===== config.mk =====
export PLATFORM = sky130hd
export DESIGN_NAME = uarx_receiver
export DESIGN_NICKNAME = d
export VERILOG_FILES = /design/src/hw/uarx_pkg.sv /design/src/hw/uarx_receiver.sv
export SDC_FILE = /design/constraint.sdc
export NUM_CORES = 1
export LEC_CHECK = 0
export BUFFER_PORTS_ARGS = -buffer_cell sky130_fd_sc_hd__buf_2
export CORE_ASPECT_RATIO = 0.5
export CORE_MARGIN = 4
export CORE_UTILIZATION = 50
export CTS_CLUSTER_SIZE = 25
export DETAILED_ROUTE_END_ITERATION = 6
export PLACE_DENSITY = 0.75
export SLEW_MARGIN = 20
export SYNTH_ARGS = -nofsm -noshare
export SYNTH_HDL_FRONTEND = slang
export SYNTH_SLANG_ARGS = --single-unit

===== constraint.sdc =====
create_clock -name clk_i -period 2.4 [get_ports clk_i]
set_clock_uncertainty 0.05 [all_clocks]
set_input_delay 0.12 -clock clk_i [delete_from_list [all_inputs] [get_ports clk_i]]
set_output_delay 0.12 -clock clk_i [all_outputs]
set_load 0.02 [all_outputs]

===== src/hw/uarx_pkg.sv =====
package uarx_pkg;

   // ==========================================================
   // Register map (byte addresses, one 32-bit word each)
   localparam logic [7:0] ADDR_CTRL = 8'h00;
   localparam logic [7:0] ADDR_BAUD = 8'h04;
   localparam logic [7:0] ADDR_STAT = 8'h08;
   localparam logic [7:0] ADDR_DATA = 8'h0c;

   // ==========================================================
   // Field positions
   localparam int CTRL_EN_BIT = 0;
   localparam int CTRL_U2X_BIT = 1;
   localparam int CTRL_PAR_BIT = 2;
   localparam int CTRL_ODD_BIT = 3;
   localparam int CTRL_SIZE_LSB = 4;
   localparam int STAT_RXC_BIT = 0;
   localparam int STAT_FE_BIT = 1;
   localparam int STAT_PE_BIT = 2;
   localparam int STAT_OVR_BIT = 3;

   // ==========================================================
   // Sampling figures and reset values
   localparam logic [4:0] SMP_PER_BIT_NORMAL = 5'h10;
   localparam logic [4:0] SMP_PER_BIT_DOUBLE = 5'h08;
   localparam logic [4:0] VOTE_FIRST_NORMAL = 5'h08;
   localparam logic [4:0] VOTE_FIRST_DOUBLE = 5'h04;
   localparam logic [4:0] VOTE_SPAN = 5'h02;
   localparam logic [3:0] DATA_BITS_MIN = 4'h5;
   localparam logic [11:0] BAUD_DIV_RESET = 12'h014;
   localparam logic [5:0] CTRL_RESET = 6'h00;

   // ==========================================================
   // Types
   typedef enum logic [1:0] {
      RX_IDLE,
      RX_START,
      RX_BITS,
      RX_STOP
   } uarx_rx_e;

   typedef struct packed {
      logic [1:0] size;
      logic odd;
      logic par;
      logic u2x;
      logic en;
   } uarx_ctrl_s;

   typedef struct packed {
      logic [7:0] data;
      logic fe;
      logic pe;
   } uarx_entry_s;

   typedef struct packed {
      uarx_ctrl_s ctrl;
      logic [11:0] divisor;
      logic [11:0] div_cnt;
      logic tick;
      logic rx_s1;
      logic rx_s2;
      logic last_smp;
      uarx_rx_e st;
      logic [4:0] cnt;
      logic [2:0] votes;
      logic [3:0] bitidx;
      logic [7:0] shreg;
      logic perr;
      uarx_entry_s [1:0] fifo;
      logic head;
      logic [1:0] count;
      logic overrun;
      logic ack;
      logic [31:0] rdat;
      logic claim;
   } uarx_state_s;

endpackage


===== src/hw/uarx_receiver.sv =====
// The register offsets and the Wishbone interface to the registers were chosen for this implementation.
`timescale 1ns/1ps
`default_nettype none
// Operation
// (RULE_01) Parity error flag set only for failed parity with parity checking enabled.
// (RULE_02) Parity error flag follows the head character until the data buffer is read.
// (RULE_03) Clearing receiver enable stops reception at once, dropping the current frame.
// (RULE_04) Receiver releases the receive pin to its port function while disabled.
// (RULE_05) Disabling empties the receive buffer so receive complete reads zero.
// (RULE_06) Software flushes during operation by reading data until receive complete clears.
// (RULE_07) Line sampled 16 times per bit normally, 8 times in double speed.
// (RULE_08) Falling edge on idle line starts detection; first low sample is one.
// (RULE_09) Start bit checked on samples 8,9,10 normally, 4,5,6 in double speed.
// (RULE_10) Two or more high check samples reject the start as noise.
// (RULE_11) Valid start bit resynchronises bit timing, again at every start bit.
// (RULE_12) Per-bit sample machine has 16 states normally, 8 in double speed.
// (RULE_13) Bit value is the majority of the three centre samples.
// (RULE_14) Recovery covers data, optional parity and first stop bit only.
// (RULE_15) First stop bit voted; zero sets the framing error flag.
// (RULE_16) New falling edge accepted right after stop voting; later in double speed.
// (RULE_17) Vote timing keeps tolerance for 5 to 10 data plus parity bits; here at most 8 data plus parity, so 9.
// (RULE_18) Remote transmitter keeps its bit rate inside the acceptance window.
// (RULE_19) Receive complete is one while unread characters remain, else zero.
// (RULE_20) Receive buffer holds two characters with their error status bits.
// (RULE_21) Sample counter idles between frames and restarts at each falling edge.

module uarx_receiver #(
   parameter int BAUD_DIV_W = 12
) (
   // Clock and reset
   input wire logic clk_i,
   input wire logic rst_i,
   // Wishbone slave
   input wire logic wb_cyc_i,
   input wire logic wb_stb_i,
   input wire logic wb_we_i,
   input wire logic [7:0] wb_adr_i,
   input wire logic [3:0] wb_sel_i,
   input wire logic [31:0] wb_dat_i,
   output logic [31:0] wb_dat_o,
   output logic wb_ack_o,
   // Serial line
   input wire logic rx_i,
   output logic rx_claim_o
);

   // ==========================================================
   // Helpers
   function automatic logic majority(input logic [2:0] s);
      majority = (s[0] & s[1]) | (s[0] & s[2]) | (s[1] & s[2]);
   endfunction

   uarx_pkg::uarx_state_s q;
   uarx_pkg::uarx_state_s n;

   logic req;
   logic [4:0] smp_total;
   logic [4:0] vote_first;
   logic [4:0] vote_last;
   logic [4:0] stop_done;
   logic [3:0] data_bits;
   logic [3:0] bits_total;
   logic vote;
   logic push;
   logic pop;
   logic wr_idx;
   uarx_pkg::uarx_entry_s new_entry;
   uarx_pkg::uarx_entry_s head_entry;

   // ==========================================================
   // Next state
   always_comb begin
      n = q;
      n.ack = 1'b0;
      push = 1'b0;
      pop = 1'b0;
      new_entry = '0;
      req = wb_cyc_i & wb_stb_i & ~q.ack;
      head_entry = q.fifo[q.head];

      // Sample tick divider; all slower rates are one-cycle enables
      if (q.div_cnt >= q.divisor[11:0]) begin
         n.div_cnt = '0;
         n.tick = 1'b1;
      end else begin
         n.div_cnt = q.div_cnt + 12'h001;
         n.tick = 1'b0;
      end

      // Pin synchroniser
      n.rx_s1 = rx_i;
      n.rx_s2 = q.rx_s1;

      smp_total = q.ctrl.u2x ? uarx_pkg::SMP_PER_BIT_DOUBLE
                             : uarx_pkg::SMP_PER_BIT_NORMAL; // [RULE_07] [RULE_12]
      vote_first = q.ctrl.u2x ? uarx_pkg::VOTE_FIRST_DOUBLE
                              : uarx_pkg::VOTE_FIRST_NORMAL; // [RULE_09] [RULE_17]
      vote_last = vote_first + uarx_pkg::VOTE_SPAN;
      // Double speed holds one extra sample before a new edge may count
      stop_done = vote_last + {4'h0, q.ctrl.u2x}; // [RULE_16]
      data_bits = uarx_pkg::DATA_BITS_MIN + {2'b00, q.ctrl.size};
      bits_total = data_bits + {3'b000, q.ctrl.par};
      vote = majority({q.votes[1:0], q.rx_s2}); // [RULE_13]

      if (!q.ctrl.en) begin
         // Disabled: frame dropped, counter parked, buffer flushed
         n.st = uarx_pkg::RX_IDLE; // [RULE_03]
         n.cnt = '0; // [RULE_21]
         n.last_smp = 1'b1;
         n.count = 2'b00; // [RULE_05]
         n.overrun = 1'b0;
      end else if (q.tick) begin
         n.last_smp = q.rx_s2;
         unique case (q.st)
            uarx_pkg::RX_IDLE: begin
               n.cnt = '0; // [RULE_21]
               if (q.last_smp && !q.rx_s2) begin
                  n.st = uarx_pkg::RX_START; // [RULE_08]
                  // This tick holds sample one, so the count names the next sample
                  n.cnt = 5'h02; // [RULE_21]
                  n.votes = '0;
                  n.bitidx = '0;
                  n.shreg = '0;
                  n.perr = 1'b0;
               end
            end
            uarx_pkg::RX_START, uarx_pkg::RX_BITS: begin
               n.cnt = q.cnt + 5'h01; // [RULE_12]
               if (q.cnt >= vote_first && q.cnt <= vote_last) begin
                  n.votes = {q.votes[1:0], q.rx_s2};
               end
               if (q.cnt == vote_last) begin
                  if (q.st == uarx_pkg::RX_START) begin
                     if (vote) begin
                        n.st = uarx_pkg::RX_IDLE; // [RULE_10]
                        n.cnt = '0;
                     end
                  end else begin
                     if (q.bitidx < data_bits) begin
                        n.shreg[q.bitidx[2:0]] = vote; // [RULE_13]
                     end else begin
                        n.perr = (^q.shreg) ^ vote ^ q.ctrl.odd;
                     end
                     n.bitidx = q.bitidx + 4'h1; // [RULE_14]
                  end
               end
               if (q.cnt == smp_total) begin
                  n.cnt = 5'h01;
                  if (q.st == uarx_pkg::RX_START) begin
                     // Bit timing now locked to this start bit
                     n.st = uarx_pkg::RX_BITS; // [RULE_11]
                  end else if (q.bitidx == bits_total) begin
                     n.st = uarx_pkg::RX_STOP; // [RULE_14]
                  end
               end
            end
            uarx_pkg::RX_STOP: begin
               n.cnt = q.cnt + 5'h01;
               if (q.cnt >= vote_first && q.cnt <= vote_last) begin
                  n.votes = {q.votes[1:0], q.rx_s2};
               end
               if (q.cnt == vote_last) begin
                  push = 1'b1;
                  new_entry.data = q.shreg;
                  new_entry.fe = ~vote; // [RULE_15]
                  new_entry.pe = q.ctrl.par & q.perr; // [RULE_01]
               end
               // Further stop bits are never looked at
               if (q.cnt == stop_done) begin
                  n.st = uarx_pkg::RX_IDLE; // [RULE_14] [RULE_16]
                  n.cnt = '0; // [RULE_21]
               end
            end
         endcase
      end

      // Register bus
      if (req) begin
         n.ack = 1'b1;
         n.rdat = '0;
         if (wb_we_i) begin
            if (wb_adr_i == uarx_pkg::ADDR_CTRL && wb_sel_i[0]) begin
               n.ctrl = uarx_pkg::uarx_ctrl_s'(wb_dat_i[5:0]);
            end
            if (wb_adr_i == uarx_pkg::ADDR_BAUD) begin
               if (wb_sel_i[0]) begin
                  n.divisor[7:0] = wb_dat_i[7:0];
               end
               if (wb_sel_i[1]) begin
                  n.divisor[11:8] = wb_dat_i[11:8];
               end
            end
         end else begin
            unique case (wb_adr_i)
               uarx_pkg::ADDR_CTRL: n.rdat[5:0] = q.ctrl;
               uarx_pkg::ADDR_BAUD: n.rdat[11:0] = q.divisor;
               uarx_pkg::ADDR_STAT: begin
                  n.rdat[uarx_pkg::STAT_RXC_BIT] = (q.count != 2'b00); // [RULE_19]
                  // Frame and parity error bits belong to the character at the read position; overrun is a buffer-wide flag
                  n.rdat[uarx_pkg::STAT_FE_BIT] = (q.count != 2'b00) & head_entry.fe;
                  n.rdat[uarx_pkg::STAT_PE_BIT] = (q.count != 2'b00) & head_entry.pe; // [RULE_02]
                  n.rdat[uarx_pkg::STAT_OVR_BIT] = q.overrun;
               end
               uarx_pkg::ADDR_DATA: begin
                  if (q.count != 2'b00) begin
                     n.rdat[7:0] = head_entry.data;
                     pop = 1'b1; // [RULE_02]
                  end
               end
               default: n.rdat = '0;
            endcase
         end
      end

      // Two-entry receive buffer; a frame finding it full is dropped unless a data read frees a slot in that cycle
      wr_idx = q.head ^ q.count[0];
      if (q.ctrl.en) begin
         if (push && (q.count != 2'b10 || pop)) begin
            n.fifo[wr_idx] = new_entry; // [RULE_20]
            n.overrun = 1'b0;
         end else if (push) begin
            n.overrun = 1'b1;
         end
         if (pop) begin
            n.head = ~q.head;
         end
         if (push && !pop && q.count != 2'b10) begin
            n.count = q.count + 2'b01; // [RULE_19]
         end else if (pop && !push) begin
            n.count = q.count - 2'b01; // [RULE_19]
         end
      end

      n.claim = q.ctrl.en; // [RULE_04]
   end

   // ==========================================================
   // State register
   always_ff @(posedge clk_i) begin
      if (rst_i) begin
         q <= '0;
         q.ctrl <= uarx_pkg::uarx_ctrl_s'(uarx_pkg::CTRL_RESET);
         q.divisor <= uarx_pkg::BAUD_DIV_RESET;
         q.rx_s1 <= 1'b1;
         q.rx_s2 <= 1'b1;
         q.last_smp <= 1'b1;
      end else begin
         q <= n;
      end
   end

   assign wb_dat_o = q.rdat;
   assign wb_ack_o = q.ack;
   assign rx_claim_o = q.claim;

endmodule
`default_nettype wire


==> After elaboration in Yosys (flattened, before gate mapping) <==
Index checks and enable logic that the tools add are counted.
{ "totals": {"ff_bits": 115, "input_bits": 50, "out_inout_bits": 34, "wordCells": 164} }
{ "classes": {"add_sub_neg": 9, "magnitude_cmp": 9, "eq_ne": 17, "mux": 51, "bitwise": 17, "n_reduce_logical": 31} }
{ "ops": {"columns": ["op", "n"], "rows": [
  ["$mux W10", 7],
  ["$mux W7", 5],
  ["$mux W33", 1],
  ["$pmux W10 S3", 1],
  ["$mux W13", 2],
  ["$pmux W13 S2", 1],
  ["$mux W23", 1],
  ["$bwmux W20", 1],
  ["$eq A8 B4 Y1 const B", 2],
  ["$mux W8", 2],
  ["$pmux W4 S4", 1],
  ["$eq A5 B5 Y1", 3],
  ["$ne A2 B2 Y1 const B", 7],
  ["$reduce_and A7 Y1", 2],
  ["$mux W1", 13],
  ["$add A12 B1 Y12 const B", 1],
  ["$ge A12 B12 Y1", 1],
  ["$mux W12", 1],
  ["$demux W10 S1", 1],
  ["$logic_and A1 B1 Y1", 9],
  ["$mux W3", 3],
  ["$reduce_and A3 Y1", 3],
  ["$and A1 B1 Y1", 8],
  ["$bwmux W8", 1],
  ["38 further kinds", 57]
]} }

==> Depth between registers and ports, before layout <==
{ "logic_depth": {"word_depth": 12, "mapped_depth": 9, "depth_no_buf": 9} }

==> Least setup slack after synthesis <==
No wires, ideal clock.
{ "synth_timing": {"kind": "reg-to-reg", "from": "reg q[113] (netlist bit)", "to": "reg q[79] (netlist bit)", "setup_time_ps": 95, "t_arrival_ps": 2251, "required_time_ps": 2255, "path_slack_ps": 4, "stages_incl_launch_ff": 10, "n_path_buf": 0, "synth_period_minus_slack_ps": 2396, "cell_sequence": "dfxtp_1 inv_1 ha_1 inv_1 fa_1 or3b_2 a211oi_1 a22oi_1 a211o_1 a221oi_1"} }
{ "synth_between": {"elab_chain_len": 7} }
{ "synth_rtl": {"columns": ["element", "line", "rtl"], "rows": [
  ["start, declared", "uarx_receiver.sv:53", "uarx_pkg::uarx_state_s q;"],
  ["start signal, assigned", "uarx_receiver.sv:248", "q <= n;"],
  ["$add A3 B2 Y4", "uarx_receiver.sv:101", "data_bits = uarx_pkg::DATA_BITS_MIN + {2'b00, q.ctrl.size};"],
  ["$add A4 B1 Y4", "uarx_receiver.sv:102", "bits_total = data_bits + {3'b000, q.ctrl.par};"],
  ["$eq A4 B4 Y1", "uarx_receiver.sv:152", "end else if (q.bitidx == bits_total) begin"],
  ["$mux W2", "uarx_receiver.sv:152", null],
  ["$mux W2", "uarx_receiver.sv:149", "if (q.st == uarx_pkg::RX_START) begin"],
  ["$mux W7", "uarx_receiver.sv:147", "if (q.cnt == smp_total) begin"],
  ["$pmux W10 S3", "uarx_receiver.sv:114", "unique case (q.st)"]
]} }
Every way passes these cells.
A chain may end at the register's enable or synchronous reset.

==> Worst setup path after layout <==
{ "layout_timing": {"from": "reg q[113] (netlist bit)", "to": "reg q[61] (netlist bit)"} }
{ "layout_between": {"elab_chain_len": 4} }
{ "layout_rtl": {"columns": ["element", "line", "rtl"], "rows": [
  ["$add A3 B2 Y4", "uarx_receiver.sv:101", null],
  ["$lt A4 B4 Y1", "uarx_receiver.sv:139", "if (q.bitidx < data_bits) begin"],
  ["$ne A2 B2 Y1 (no source line)", null, null],
  ["$reduce_and A7 Y1 (no source line)", null, null]
]} }
Every way passes these cells.

==> flow_summary.toml <==
[power_and_ir_drop]
p_leak_nw = 2.627
p_total_mw = 3.375
power_density_mw_per_mm2 = 539.1
irDropWorstVdd_mv = 0.3137

[detailed_routing]
firstDrtPassIters = 5
wire_per_inst_microns = 15.94
drtIter0Drc = 321
vias = 4613
drc_errors = 0
viasPerCell = 5.695
ant_nets = 0
wirelength_mm = 12.91

[global_routing]
grt_pass1_wl_mm = 21.66
grt_pass1_vias = 4424
grt_antenna_before_repair = 0
grt.total_usage_pct = 21.48
grt_max_degree = 37
grt.overflow.total = 0

[clocking]
clock-sinks = 94
clk_latency_ps = 350
max-clock-path-buffers = 2
root_buffer = "clkbuf_16"
cts_tree = "built"
cts_made_buffers = 9
clk_pin_slew_ps = 70
htreeDepth = 3

[finish]
antenna_cells = 0
nNetsFinal = 747
drive_above_1_share_pct = 19.70
final_common_cell = "dfxtp_1"
fillers = 841
layout_common_cells = "dfxtp_1, nand2_1, nor2_1, mux2i_1, buf_2"
postLayoutCellArea_sq_mm = 0.006260
area_growth_pct = 17.61

[critical_path]
rrSetupSlack_ps = 30
critical_path.top_delay_family = "simple AND/OR/NAND/NOR gates"
cp_slowest_stage_delay_ps = 550
crit_buf_inv = 2
worstPathArrival_ps = 2600
worstPathRequired_ps = 2630
crit_chain = "buf_6 -> ha_4 -> inv_2 -> ha_4 -> o21a_1 -> o211ai_1 -> nand4_1 -> or4b_4 -> o22ai_2"
slowest_stage = "or4b_4"
worstReg2RegEnd = "q[61]"
startpoint_type = "flip-flop"
crit_end = "q[61]"
cp-startpoint = "q[113]"
crit_top_cell = "ha_4"
criticalPathCategory = "flip-flop to flip-flop"
r2r_cells = 9
reg2reg_from = "q[113]"
endpoint_kind = "flip-flop"
crit_fanout = 4
cp_num_cells = 9

[logic_synthesis]
ys_ff_latch = 94
syn_area_sq_mm = 0.005323
synth_edf_count = 0
netlist_instances = 605
synth_top_cell_by_area = "dfxtp_1"
async_reset_ff_share_pct = 0
ys.flop_type = "dfxtp_1"
yosys.area.top_type_share_pct = 35.35
ys_types = 71
yosysWarnings = 0
synth-seq-area-share_pct = 35.35
syn_area_per_cell_sq_um = 8.798
synthTopCellsByArea = "dfxtp_1, mux2i_1, ha_1"

[floorplan]
die_y_microns = 80.96
io_pins = 84
die_w_microns = 153.9
die_area_sq_mm = 0.01246
initial_core_util_pct = 51.78
fp.coreArea_sq_mm = 0.01028
num_rows = 26

[sta]
setup_violations = 0
rsz0062_at_grt = "yes"
layout_min_cycle_time_ps = 2369
tightest_slew_ps = 959.2
timing.fmax_ghz = 0.4221
relSlewSlack_pct = 36.06
fin_crit_sh_pct = 98.70
drv_slew = 0
hold_viol = 0

[placed_design]
dpl_cell_area_sq_mm = 0.005668
io_buffers = 41
gp_congestion = 0.8682
dp_hpwl_mm = 9.354

[worst_hold_path]
min_path_type = "input pin to flip-flop"
min-delay-start = "rst_i"

[outcome]
status = "finished, final reports clean"

[job]
maxCapViolCount = 0
worst reg2reg max path, stage by stage, from the launching register on:
cell and delay [ps]:
dfxtp_2 330, buf_6 120, ha_4 250, inv_2 40, ha_4 220, o21a_1 100
o211ai_1 270, nand4_1 200, or4b_4 550, o22ai_2 170
sequential cells by signal, indices dropped and copies added, names as in the netlist:
register,count
q,78
wb_ack_o,1
wb_dat_o,12
n,2
rx_claim_o,1
worst min path at each step:
stage            end  slack [ps]  depth (start not counted)
5_1_grt        q[66]          90                          2
3_5_place_dp   n[82]         270                          2
2_1_floorplan  n[82]         170                          1
3_3_place_gp   n[82]         250                          2
4_1_cts        q[67]          60                          2
6_report       q[67]          70                          2
cell usage after synthesis, drive strengths merged (14+ instances only):
master and number:
dfxtp 94, nand2 51, nor2 48, mux2i 43
buf 37, ha 31, inv 30, nor3 28
o21ai 22, clkbuf 21, a21oi 15, nand3 14
metal layers:
| layer | up-vias | share of wire [%] | track usage, % |
|---|---|---|---|
| li1 | 2228 | - | - |
| met1 | 2208 | 47 | 27.69 |
| met2 | 161 | 46 | 36.29 |
| met3 | 16 | 6.1 | 5.162 |
| met4 | 0 | 1.3 | 6.520 |
| met5 | - | 0 | 0 |
power breakdown:
part           switching, mW  leakage [nW]  internal, mW
combinational         0.0951          1.70        0.0537
sequential           0.00648         0.759          1.57
clock                  0.626         0.168          1.03
cells by family after synthesis:
family          Yosys count  share of synthesized area (%)
simple gates            204                          20.24
compound gates          113                          15.00
flops                    94                          35.35
buf+inv                  89                          8.697
mux                      45                          8.510
fa+ha+maj                33                          7.851
xor+xnor                 26                          4.278
other cells               1                        0.07045
through the flow:
stage / util [%] / worst slack [ps] / hold slack (ps) / setup TNS [ps] / cells
detailed placement: 55.14 / -112.8 / 270.9 / -270.3 / 779
finish: 60.89 / 31.09 / 66.22 / 0 / 810
global placement: 55.14 / -43.54 / 254.7 / -43.54 / 779
global route: 60.89 / -97.37 / 86.69 / -453.8 / 810
CTS: 60.33 / 8.755 / 55.97 / 0 / 809
floorplan: - / 3.545 / 173.8 / 0 / 624
layout make-up:
type | instances | area [sq um] | area share [%]
Multi-Input combinational cell | 441 | 3144 | 50.23
Sequential cell | 94 | 1884 | 30.10
Timing Repair Buffer | 88 | 594.3 | 9.494
Clock buffer | 10 | 229.0 | 3.658
Tap cell | 140 | 175.2 | 2.798
Clock inverter | 6 | 116.4 | 1.859
Inverter | 31 | 116.4 | 1.859
what timing repair did:
| action | in CTS | in global routing |
|---|---|---|
| hold buffers | 13 | 0 |
| endpoints found under the setup margin | 8 | 11 |
| gates cloned | 0 | 0 |
| gates resized for setup | 9 | 11 |
| pin swaps | 6 | 9 |
| buffers inserted | 1 | 1 |
| endpoints found under the hold margin | 17 | 0 |
Power figures use the tool's default switching activity.
